[src/hw/mcsb_map.vh]
`ifndef MCSB_MAP_VH
`define MCSB_MAP_VH

// register indices; byte address is eight times the index
`define MCSB_IDX_W 9
`define MCSB_IDX_DEST 9'h185
`define MCSB_IDX_BASE 9'h186
`define MCSB_IDX_STACK 9'h187
`define MCSB_IDX_FLAGS 9'h188
`define MCSB_IDX_INSTR 9'h189
`define MCSB_IDX_MISC 9'h18A
`define MCSB_IDX_IRQ_STAT 9'h1A0
`define MCSB_IDX_IRQ_EN 9'h1A1
`define MCSB_IDX_IRQ_CLR 9'h1A2
`define MCSB_IDX_CTRL 9'h1A3
`define MCSB_IDX_CAP_STAT 9'h1A4

// number of save registers
`define MCSB_NUM_SAVE 5

// misc register fields
`define MCSB_MISC_FAULT_BIT 0

// interrupt status fields
`define MCSB_IRQ_W 3
`define MCSB_IRQ_CAPTURE 0
`define MCSB_IRQ_FAULT 1
`define MCSB_IRQ_OVERRUN 2

// control fields
`define MCSB_CTRL_LOCK_BIT 0

// capture status fields
`define MCSB_CAP_VALID_BIT 0
`define MCSB_CAP_MODE64_BIT 1
`define MCSB_CAP_SHUTDOWN_BIT 2
`define MCSB_CAP_COUNT_LSB 16
`define MCSB_CAP_COUNT_W 16

// reset values
`define MCSB_RST_SAVE 64'h0000000000000000
`define MCSB_RST_IRQ 3'h0
`define MCSB_RST_CTRL 1'h0
`define MCSB_RST_COUNT 16'h0000

`endif

[src/hw/mcsb_bank.v]
// Design decision made here: the Wishbone register port.
`include "mcsb_map.vh"
`default_nettype none

module mcsb_bank
#(
	parameter ADDR_W = 12,
	parameter COUNT_W = `MCSB_CAP_COUNT_W
)
(
	// clock and reset
	input wire clk_sys,
	input wire reset,
	// wishbone slave
	input wire wb_cyc_i,
	input wire wb_stb_i,
	input wire wb_we_i,
	input wire [ADDR_W-1:0] wb_adr_i,
	input wire [7:0] wb_sel_i,
	input wire [63:0] wb_dat_i,
	output wire [63:0] wb_dat_o,
	output wire wb_ack_o,
	// core state at the moment of the error
	input wire mc_error,
	input wire long_mode,
	input wire [63:0] cur_dest_index,
	input wire [63:0] cur_base_pointer,
	input wire [63:0] cur_stack_pointer,
	input wire [63:0] cur_flags,
	input wire [63:0] cur_instr_pointer,
	// trace store page assist or page fault
	input wire trace_store_fault,
	// outputs
	output reg shutdown,
	output reg irq
);

localparam NSAVE = `MCSB_NUM_SAVE;
localparam IDX_W = `MCSB_IDX_W;
localparam IRQ_W = `MCSB_IRQ_W;

function is_idx;
	input [IDX_W-1:0] idx;
	input [IDX_W-1:0] want;
	begin
		is_idx = (idx == want);
	end
endfunction

// byte-lane merge of a write into a stored word
function [63:0] lane_merge;
	input [63:0] old_v;
	input [63:0] new_v;
	input [7:0] sel;
	integer i;
	begin
		lane_merge = old_v;
		for (i = 0; i < 8; i = i + 1)
		begin
			if (sel[i])
				lane_merge[i*8 +: 8] = new_v[i*8 +: 8];
		end
	end
endfunction

wire [IDX_W-1:0] reg_idx;
wire reg_wr;
reg [63:0] rdata_w;

wire [63:0] src_w [0:NSAVE-1];
reg [63:0] save_r [0:NSAVE-1];

reg fault_flag_r;
reg fault_flag_nxt;
reg shutdown_nxt;
reg valid_r;
reg valid_nxt;
reg mode64_r;
reg lock_r;
reg lock_nxt;
reg [COUNT_W-1:0] count_r;
reg [COUNT_W-1:0] count_nxt;
reg [IRQ_W-1:0] irq_stat_r;
reg [IRQ_W-1:0] irq_stat_nxt;
reg [IRQ_W-1:0] irq_en_r;
reg [IRQ_W-1:0] irq_en_nxt;
reg [IRQ_W-1:0] irq_clr_w;
reg [IRQ_W-1:0] irq_ev_w;
reg [63:0] merged_w;

wire cap_go;
wire overrun;
wire wr_misc;
wire wr_en;
wire wr_clr;
wire wr_ctrl;
wire wr_cap;

mcsb_wb_slave
#(
	.ADDR_W(ADDR_W),
	.IDX_W(IDX_W)
)
u_slave
(
	.clk_sys(clk_sys),
	.reset(reset),
	.wb_cyc_i(wb_cyc_i),
	.wb_stb_i(wb_stb_i),
	.wb_we_i(wb_we_i),
	.wb_adr_i(wb_adr_i),
	.wb_dat_o(wb_dat_o),
	.wb_ack_o(wb_ack_o),
	.reg_idx(reg_idx),
	.reg_wr(reg_wr),
	.reg_rdata(rdata_w)
);

// save order follows the register order
assign src_w[0] = cur_dest_index;
assign src_w[1] = cur_base_pointer;
assign src_w[2] = cur_stack_pointer;
assign src_w[3] = cur_flags;
assign src_w[4] = cur_instr_pointer;

// lock keeps the first capture until software clears valid
assign cap_go = mc_error & ~(lock_r & valid_r);
assign overrun = mc_error & valid_r;

assign wr_misc = reg_wr & is_idx(reg_idx, `MCSB_IDX_MISC);
assign wr_en = reg_wr & is_idx(reg_idx, `MCSB_IDX_IRQ_EN);
assign wr_clr = reg_wr & is_idx(reg_idx, `MCSB_IDX_IRQ_CLR);
assign wr_ctrl = reg_wr & is_idx(reg_idx, `MCSB_IDX_CTRL);
assign wr_cap = reg_wr & is_idx(reg_idx, `MCSB_IDX_CAP_STAT);

genvar g;
generate
	for (g = 0; g < NSAVE; g = g + 1)
	begin : gen_save
		always @(posedge clk_sys or posedge reset)
		begin
			if (reset)
				save_r[g] <= `MCSB_RST_SAVE;
			else if (cap_go)
			begin
				// upper half zeroed outside 64-bit mode
				if (long_mode)
					save_r[g] <= src_w[g];
				else
					save_r[g] <= {32'h00000000, src_w[g][31:0]};
			end
		end
	end
endgenerate

always @*
begin
	merged_w = lane_merge(64'h0000000000000000, wb_dat_i, wb_sel_i);
	fault_flag_nxt = fault_flag_r;
	// software clears by writing zero to bit 0; event wins
	if (wr_misc & wb_sel_i[0] & ~wb_dat_i[`MCSB_MISC_FAULT_BIT])
		fault_flag_nxt = 1'b0;
	if (trace_store_fault)
		fault_flag_nxt = 1'b1;
end

always @*
begin
	// shutdown holds until reset
	shutdown_nxt = shutdown | trace_store_fault;
end

always @*
begin
	valid_nxt = valid_r;
	count_nxt = count_r;
	// writing zero to valid releases a locked capture
	if (wr_cap & wb_sel_i[0] & ~wb_dat_i[`MCSB_CAP_VALID_BIT])
		valid_nxt = 1'b0;
	if (cap_go)
	begin
		valid_nxt = 1'b1;
		if (count_r != {COUNT_W{1'b1}})
			count_nxt = count_r + {{(COUNT_W-1){1'b0}}, 1'b1};
	end
end

always @*
begin
	lock_nxt = lock_r;
	if (wr_ctrl & wb_sel_i[0])
		lock_nxt = wb_dat_i[`MCSB_CTRL_LOCK_BIT];
end

always @*
begin
	irq_en_nxt = irq_en_r;
	if (wr_en)
		irq_en_nxt = merged_w[IRQ_W-1:0] | (irq_en_r & ~{IRQ_W{wb_sel_i[0]}});
end

always @*
begin
	irq_ev_w = {IRQ_W{1'b0}};
	irq_ev_w[`MCSB_IRQ_CAPTURE] = cap_go;
	irq_ev_w[`MCSB_IRQ_FAULT] = trace_store_fault;
	irq_ev_w[`MCSB_IRQ_OVERRUN] = overrun;
	irq_clr_w = {IRQ_W{1'b0}};
	if (wr_clr & wb_sel_i[0])
		irq_clr_w = wb_dat_i[IRQ_W-1:0];
	// set wins over clear
	irq_stat_nxt = (irq_stat_r & ~irq_clr_w) | irq_ev_w;
end

always @(posedge clk_sys or posedge reset)
begin
	if (reset)
	begin
		fault_flag_r <= 1'b0;
		shutdown <= 1'b0;
		valid_r <= 1'b0;
		mode64_r <= 1'b0;
		lock_r <= `MCSB_RST_CTRL;
		count_r <= `MCSB_RST_COUNT;
		irq_stat_r <= `MCSB_RST_IRQ;
		irq_en_r <= `MCSB_RST_IRQ;
		irq <= 1'b0;
	end
	else
	begin
		fault_flag_r <= fault_flag_nxt;
		shutdown <= shutdown_nxt;
		valid_r <= valid_nxt;
		if (cap_go)
			mode64_r <= long_mode;
		lock_r <= lock_nxt;
		count_r <= count_nxt;
		irq_stat_r <= irq_stat_nxt;
		irq_en_r <= irq_en_nxt;
		irq <= |(irq_stat_nxt & irq_en_nxt);
	end
end

// read mux; unmapped and write-only read as zero
always @*
begin
	rdata_w = 64'h0000000000000000;
	if (is_idx(reg_idx, `MCSB_IDX_DEST))
		rdata_w = save_r[0];
	else if (is_idx(reg_idx, `MCSB_IDX_BASE))
		rdata_w = save_r[1];
	else if (is_idx(reg_idx, `MCSB_IDX_STACK))
		rdata_w = save_r[2];
	else if (is_idx(reg_idx, `MCSB_IDX_FLAGS))
		rdata_w = save_r[3];
	else if (is_idx(reg_idx, `MCSB_IDX_INSTR))
		rdata_w = save_r[4];
	else if (is_idx(reg_idx, `MCSB_IDX_MISC))
		rdata_w[`MCSB_MISC_FAULT_BIT] = fault_flag_r;
	else if (is_idx(reg_idx, `MCSB_IDX_IRQ_STAT))
		rdata_w[IRQ_W-1:0] = irq_stat_r;
	else if (is_idx(reg_idx, `MCSB_IDX_IRQ_EN))
		rdata_w[IRQ_W-1:0] = irq_en_r;
	else if (is_idx(reg_idx, `MCSB_IDX_CTRL))
		rdata_w[`MCSB_CTRL_LOCK_BIT] = lock_r;
	else if (is_idx(reg_idx, `MCSB_IDX_CAP_STAT))
	begin
		rdata_w[`MCSB_CAP_VALID_BIT] = valid_r;
		rdata_w[`MCSB_CAP_MODE64_BIT] = mode64_r;
		rdata_w[`MCSB_CAP_SHUTDOWN_BIT] = shutdown;
		rdata_w[`MCSB_CAP_COUNT_LSB +: COUNT_W] = count_r;
	end
end

endmodule

`default_nettype wire

[src/hw/mcsb_wb_slave.v]
`default_nettype none

module mcsb_wb_slave
#(
	parameter ADDR_W = 12,
	parameter IDX_W = 9
)
(
	// clock and reset
	input wire clk_sys,
	input wire reset,
	// wishbone slave
	input wire wb_cyc_i,
	input wire wb_stb_i,
	input wire wb_we_i,
	input wire [ADDR_W-1:0] wb_adr_i,
	output reg [63:0] wb_dat_o,
	output reg wb_ack_o,
	// register file side
	output wire [IDX_W-1:0] reg_idx,
	output wire reg_wr,
	input wire [63:0] reg_rdata
);

wire req_w;

// byte address to 64-bit word index
assign reg_idx = wb_adr_i[IDX_W+2:3];
assign req_w = wb_cyc_i & wb_stb_i;
// write commits at the edge where the master sees ack
assign reg_wr = req_w & wb_we_i & wb_ack_o;

always @(posedge clk_sys or posedge reset)
begin
	if (reset)
	begin
		wb_ack_o <= 1'b0;
		wb_dat_o <= 64'h0000000000000000;
	end
	else
	begin
		wb_ack_o <= req_w & ~wb_ack_o;
		if (req_w & ~wb_ack_o & ~wb_we_i)
			wb_dat_o <= reg_rdata;
	end
end

endmodule

`default_nettype wire

[config.mk]
export PLATFORM = sky130hd
export DESIGN_NAME = mcsb_bank
export DESIGN_NICKNAME = d
export VERILOG_FILES = /design/src/hw/mcsb_bank.v /design/src/hw/mcsb_wb_slave.v
export VERILOG_INCLUDE_DIRS = /design/src /design/src/hw
export SDC_FILE = /design/constraint.sdc
export NUM_CORES = 1
export LEC_CHECK = 0
export ABC_CLOCK_PERIOD_IN_PS = 34900
export CAP_MARGIN = 40
export CORE_ASPECT_RATIO = 0.6
export CORE_UTILIZATION = 44
export CTS_BUF_LIST = sky130_fd_sc_hd__clkbuf_4 sky130_fd_sc_hd__clkbuf_8 sky130_fd_sc_hd__clkbuf_16
export CTS_CLUSTER_SIZE = 12
export DETAILED_ROUTE_END_ITERATION = 10
export DONT_BUFFER_PORTS = 1
export GPL_TIMING_DRIVEN = 0
export PLACE_DENSITY = 0.69
export SYNTH_ARGS = -nofsm -noshare
export SYNTH_HDL_FRONTEND = slang
export SYNTH_SLANG_ARGS = --single-unit
[constraint.sdc]
create_clock -name clk_sys -period 34.9 [get_ports clk_sys]
set_input_delay 6.98 -clock clk_sys [delete_from_list [all_inputs] [get_ports clk_sys]]
set_output_delay 6.98 -clock clk_sys [all_outputs]
set_load 0.01 [all_outputs]
### Yosys cells after proc, flatten, opt, wreduce, memory -nomap -nowiden

Index checks and enable logic that the tools add are counted.

| storage, ports and cells | value |
|---|---|
| bits in registers | 413 |
| output and inout port bits | 67 |
| word-level logic and storage cells | 96 |

| operators by class | value |
|---|---|
| $add $sub $neg | 1 |
| equality and inequality tests | 12 |
| muxes and demuxes | 32 |
| bitwise gates (word level) | 31 |
| reductions and logical operators | 4 |

Operators with widths:

| operator | count |
|---|---|
| 64-bit two-way mux | 9 |
| 9-bit equality test, second input constant | 11 |
| 16-bit two-way mux | 6 |
| 32-bit two-way mux | 1 |
| 3-bit two-way mux | 7 |
| 1-bit AND | 19 |
| 16-bit by 1-bit adder with 16-bit output, second input constant | 1 |
| 16-bit != test, second input constant | 1 |
| 13-bit two-way mux | 1 |
| 3-bit AND | 3 |
| 1-bit two-way mux | 6 |
| 3-bit inverter | 2 |
| 3-bit OR | 2 |
| 2-bit two-way mux | 2 |
| 1-bit inverter | 4 |
| 2-bit nonzero test | 2 |
| 3-bit OR reduction | 1 |
| 2-bit AND reduction | 1 |
| 1-bit OR | 1 |

### Depth between registers and ports, before layout

| depth | value |
|---|---|
| depth after elaboration | 11 |
| depth in mapped cells | 8 |

### Cells and area by module

A second synthesis with hierarchy kept.

| second synthesis, totals | value |
|---|---|
| cells, all modules | 2001 |
| area, all modules | 18834.3 um^2 |

Modules (own cells, without submodules):

| module | times used | cells each | area each (um^2) |
|---|---|---|---|
| mcsb_bank | 1 | 1850 | 16019.1 |
| mcsb_wb_slave | 1 | 151 | 2815.2 |

### Worst setup path after synthesis

Ideal clock, no wire load.

| timing | value |
|---|---|
| kind | input-to-reg |
| start | input port wb_adr_i[4] |
| end | register u_slave.wb_dat_o[0] |
| arrival time | 8.394 ns |
| data required time | 34.764 ns |
| slack | 26.370 ns |
| stages | 7 |
| cell sequence | clkbuf_1 -> or3b_2 -> clkbuf_1 -> o311ai_0 -> a21oi_1 -> a211oi_1 -> o32ai_1 |

| on the way | value |
|---|---|
| longest elaborated chain between the ends | 11 |

Ends and longest elaborated chain:

| element | RTL line | RTL |
|---|---|---|
| start: declaration | mcsb_bank.v:18 | `input wire [ADDR_W-1:0] wb_adr_i,` |
| 9-bit equality test | mcsb_bank.v:46 | `is_idx = (idx == want);` |
| 3-bit two-way mux | mcsb_bank.v:266 | `` else if (is_idx(reg_idx, `MCSB_IDX_CAP_STAT)) `` |
| 1-bit two-way mux | mcsb_bank.v:264 | `` else if (is_idx(reg_idx, `MCSB_IDX_CTRL)) `` |
| 3-bit two-way mux | mcsb_bank.v:262 | `` else if (is_idx(reg_idx, `MCSB_IDX_IRQ_EN)) `` |
| 3-bit two-way mux | mcsb_bank.v:260 | `` else if (is_idx(reg_idx, `MCSB_IDX_IRQ_STAT)) `` |
| 1-bit two-way mux | mcsb_bank.v:258 | `` else if (is_idx(reg_idx, `MCSB_IDX_MISC)) `` |
| 3-bit two-way mux | mcsb_bank.v:256 | `` else if (is_idx(reg_idx, `MCSB_IDX_INSTR)) `` |
| 64-bit two-way mux | mcsb_bank.v:254 | `` else if (is_idx(reg_idx, `MCSB_IDX_FLAGS)) `` |
| 64-bit two-way mux | mcsb_bank.v:252 | `` else if (is_idx(reg_idx, `MCSB_IDX_STACK)) `` |
| 64-bit two-way mux | mcsb_bank.v:250 | `` else if (is_idx(reg_idx, `MCSB_IDX_BASE)) `` |
| 64-bit two-way mux (*) | mcsb_bank.v:248 | `` if (is_idx(reg_idx, `MCSB_IDX_DEST)) `` |
| end signal: assignment | mcsb_wb_slave.v:44 | `wb_dat_o <= reg_rdata;` |
| end: declaration | mcsb_wb_slave.v:17 | `output reg [63:0] wb_dat_o,` |

Mark *: on every way between the ends. The rest lies on a longest branch, timed or not.
A chain may end at the register's enable or synchronous reset.

### Worst setup path after layout

| timing | value |
|---|---|
| start | input port wb_adr_i[4] |
| end | register u_slave.wb_dat_o[24] |

| on the way | value |
|---|---|
| longest elaborated chain between the ends | 11 |

Ends and longest elaborated chain:

| element | RTL line |
|---|---|
| 9-bit equality test | mcsb_bank.v:46 |
| 16-bit two-way mux | mcsb_bank.v:266 |
| 16-bit two-way mux | mcsb_bank.v:264 |
| 16-bit two-way mux | mcsb_bank.v:262 |
| 16-bit two-way mux | mcsb_bank.v:260 |
| 16-bit two-way mux | mcsb_bank.v:258 |
| 16-bit two-way mux | mcsb_bank.v:256 |
| 64-bit two-way mux | mcsb_bank.v:254 |
| 64-bit two-way mux | mcsb_bank.v:252 |
| 64-bit two-way mux | mcsb_bank.v:250 |
| 64-bit two-way mux (*) | mcsb_bank.v:248 |

Marked as above.

==> impl_results.md <==
* Top delay family on crit path: simple AND/OR/NAND/NOR gates
* Area growth, synth to finish at 11.9%
* Critical path class: in -> reg
* Pwr/cell area at 53.2 nW/µm²
* Synth area leader: dfrtp_1
* Ranking of synthesized cells by area: dfrtp_1 (56%), nand2_1 (17%), nand3_1 (5.5%)
* Critical Path RT at 35310 ps
* Skew final at around 25 ps
* CTS tree: done
* Nets@finish at 2614
* Hold Fails Final Rpt at 0
* Gr ovfl total at 0
* Drt first pass iters at 6
* Vias/cell at 5.94
* Largest net degree at the start of global routing at 110
* Clock buffer count from CTS at 42
* Crit path from: wb_adr_i[4]
* Critical Path Slowest Stage Cell: nor3b_1
* R2r setup slk at 31790 ps
* Die area at 42800 µm²
* Root Buffer: clkbuf_16
* Hold Crit Start: save_r[305]
* RSZ-0062 raised after global routing: no
* Seq/Total Area, Yosys at 56.0%
* DP Wirelength at between 50000 and 60000 µm
* Most frequent cells in the layout: nand2_1 (839), dfrtp_1 (413), nand3_1 (203)
* Status: finished clean
* Worst hold stages at 2
* Vias at between 15000 and 20000
* Post-synthesis cell type count at 57
* Core box area at 40900 µm²
* Yosys top cell area share at between 50% and 60%
* Worst VDD drop at 0.0350 mV
* Placed inst area at 19300 µm²
* Hold WC Path Type: reg -> reg
* R2R Path End: save_r[15]
* Post-route insts no fill at 2791
* Cell Area, Synth at 18500 µm²
* Die Y at 161 µm
* Worst setup EP type: register
* Setup Viol. Count Final at 0
* Worst Max-Slew Pin Slew at 926 ps
* GRT Total Usage at 33.4%
* Startpoint types: input port
* Top_reg_cell synth: dfrtp_1
* IO Pins at 479
* Rows at 57
* Fin crit share at a little over a quarter
* Hold Crit Endpoint: save_r[305]
* Worst R2R Start: valid_r
* CTS H-Tree Depth at 2
* Commonest non-fill, non-tap cell in the layout: nand2_1
* Post-synth EDFFs at 0
* Final Max Slew Viols at 0
* Cells along the critical path: clkbuf_1 -> nor3b_1 -> nand3_1 -> clkbuf_1 -> o22ai_1 -> o31ai_1
* Layout cells sized above 1 at 4.82%
* Seq cells post-synth at about 410
* Worst skew pair latency at 560 ps
* Syn Area/Cell at 8.59 µm²
* Wirelength per Cell at 25.7 µm
* FMAX at 0.108 GHz
* Post-route ant nets at 0
* LEAKAGE at 10.0 nW
* Syn_nets at 2562
* Min Hold Slack at around 460 ps
* Drc violations at 0
* Most frequent cell on the critical path: clkbuf_1
* Cells on worst reg2reg path at 6
* Final setup TNS at 0 ps
* Fill cells at slightly below 4000
* Cts hold-fix bufs at 0
* Longest Clk Path Bufs at 3
* Cells after Synth at between 2000 and 2500
* Routability congestion estimate at 0.952
* Syn. warnings at 0
* Final Critical Period at 9270 ps
* Post-CTS Resized at 0
* Clock transition at the registers of the reported paths at ~60 ps
* Initial antenna violation count at 20
* Crit-path max FO at 10
* Final instance area at between 20000 and 25000 µm²
* Vias in the first global route at 16100
* Post-synth ARST share at 100%
* Max_slew headroom at 38.3%
* Buffers & Inverters on Critical Path at 2
* Final Routed Wirelength at 71700 µm
* CP max stage delay at 760 ps
* Layout Utilization at 50.4%
* Die Wd at 266 µm
* Port Buffers at 0
* Initial Utilization at 45.1%
* Setup bufs post-CTS at 0
* DRT iter0 DRCs at 2036
* First-pass GRT wire length at approximately 100000 µm
* Num Clock Sinks at 413
* Placed insts at about 2700
* Max-Cap Viols at 0
* Critical path arrival at 9680 ps
-- metrics by stage --
step | power [mW] | worst slack (ps)
after floorplan | 0.616 | 16430
after global placement | 0.649 | 12040
after detailed placement | 0.656 | 25320
after CTS | 1.10 | 25880
after global routing | 1.14 | 25660
final | 1.10 | 25630
-- cell families (layout without fill, tap and decap cells) --
| family | count (synthesis) | in the layout | share of synthesized area (%) |
|---|---|---|---|
| xor+xnor | 15 | 15 | 0.712 |
| flops | 413 | 413 | 56.0 |
| simple gates | 1184 | 1184 | 27.1 |
| mux | 7 | 7 | 0.413 |
| fa+ha+maj | 1 | 1 | 0.0678 |
| compound gates | 345 | 345 | 11.7 |
| other cells | 0 | 13 | 0 |
| buf+inv | 184 | 253 | 3.96 |
-- cells in the mapped netlist (3+ instances only) --
library cell,n
o22a_1,11
a22oi_1,12
a211oi_1,18
xnor2_1,10
o31ai_1,11
nor3b_1,3
nor3_1,27
buf_2,16
nand2b_1,6
a221o_1,12
nor2b_1,5
clkbuf_1,131
inv_1,22
dfrtp_1,413
a221oi_1,46
o22ai_1,16
buf_4,5
and3_1,20
xor2_1,5
nor4_1,6
or3_1,9
o21ai_0,106
nand3_1,203
nor2_1,40
and4_1,5
buf_1,9
mux2_2,5
nand2_1,839
a21oi_1,97
nand4_1,7
-- registers in the layout, indices dropped and copies added, names as in the netlist --
name,count
count_r,16
fault_flag_r,1
irq,1
irq_en_r,3
irq_stat_r,3
lock_r,1
mode64_r,1
save_r,320
shutdown,1
u_slave.wb_ack_o,1
u_slave.wb_dat_o,64
valid_r,1
-- worst max-delay path by stage --
stage	endpoint	slack [ps]	cells past startpoint
finish	u_slave.wb_dat_o[24]	25630	6
floorplan	count_r[0]	16430	1
global route	u_slave.wb_dat_o[24]	25660	6
CTS	save_r[41]	25880	6
global placement	u_slave.wb_dat_o[39]	12040	1
detailed placement	save_r[35]	25320	6
-- per-layer routing --
layer  up-vias  share of wire, %  global-route usage (%)
met3       142                13                    13.4
met1      8178                42                    47.6
met5         -             0.075                       0
met2       905                42                    46.3
met4        10               2.9                    9.80
li1       7348                 -                       -
-- where the power goes --
| group | internal (mW) | switching [mW] | leakage (nW) | total (mW) |
|---|---|---|---|---|
| Clock | 0.256 | 0.192 | 0.647 | 0.448 |
| Sequential | 0.518 | 0.0301 | 5.24 | 0.548 |
| Combinational | 0.0311 | 0.0707 | 4.11 | 0.102 |
-- final cells by class --
| cell class | count | area, µm² | area share (%) |
|---|---|---|---|
| antenna | 13 | 32.5 | 0.158 |
| buffer | 162 | 648 | 3.14 |
| clock buffer | 57 | 1220 | 5.90 |
| clock inverter | 4 | 73.8 | 0.357 |
| inverter | 22 | 90.1 | 0.436 |
| multi-input combinational | 1552 | 7390 | 35.8 |
| sequential | 413 | 10300 | 50.0 |
| tap | 560 | 701 | 3.39 |
| timing repair buffer | 8 | 159 | 0.769 |
-- worst register-to-register path, delay by kind of cell (launching register included) --
family / cells / cell delay [ps]
DFF: 1 / 430
and+or+nand+nor: 2 / 240
AOI/OAI and AO/OA: 1 / 340
buffers and inverters: 3 / 2030
Note: power is estimated with default switching activity, not from simulation.
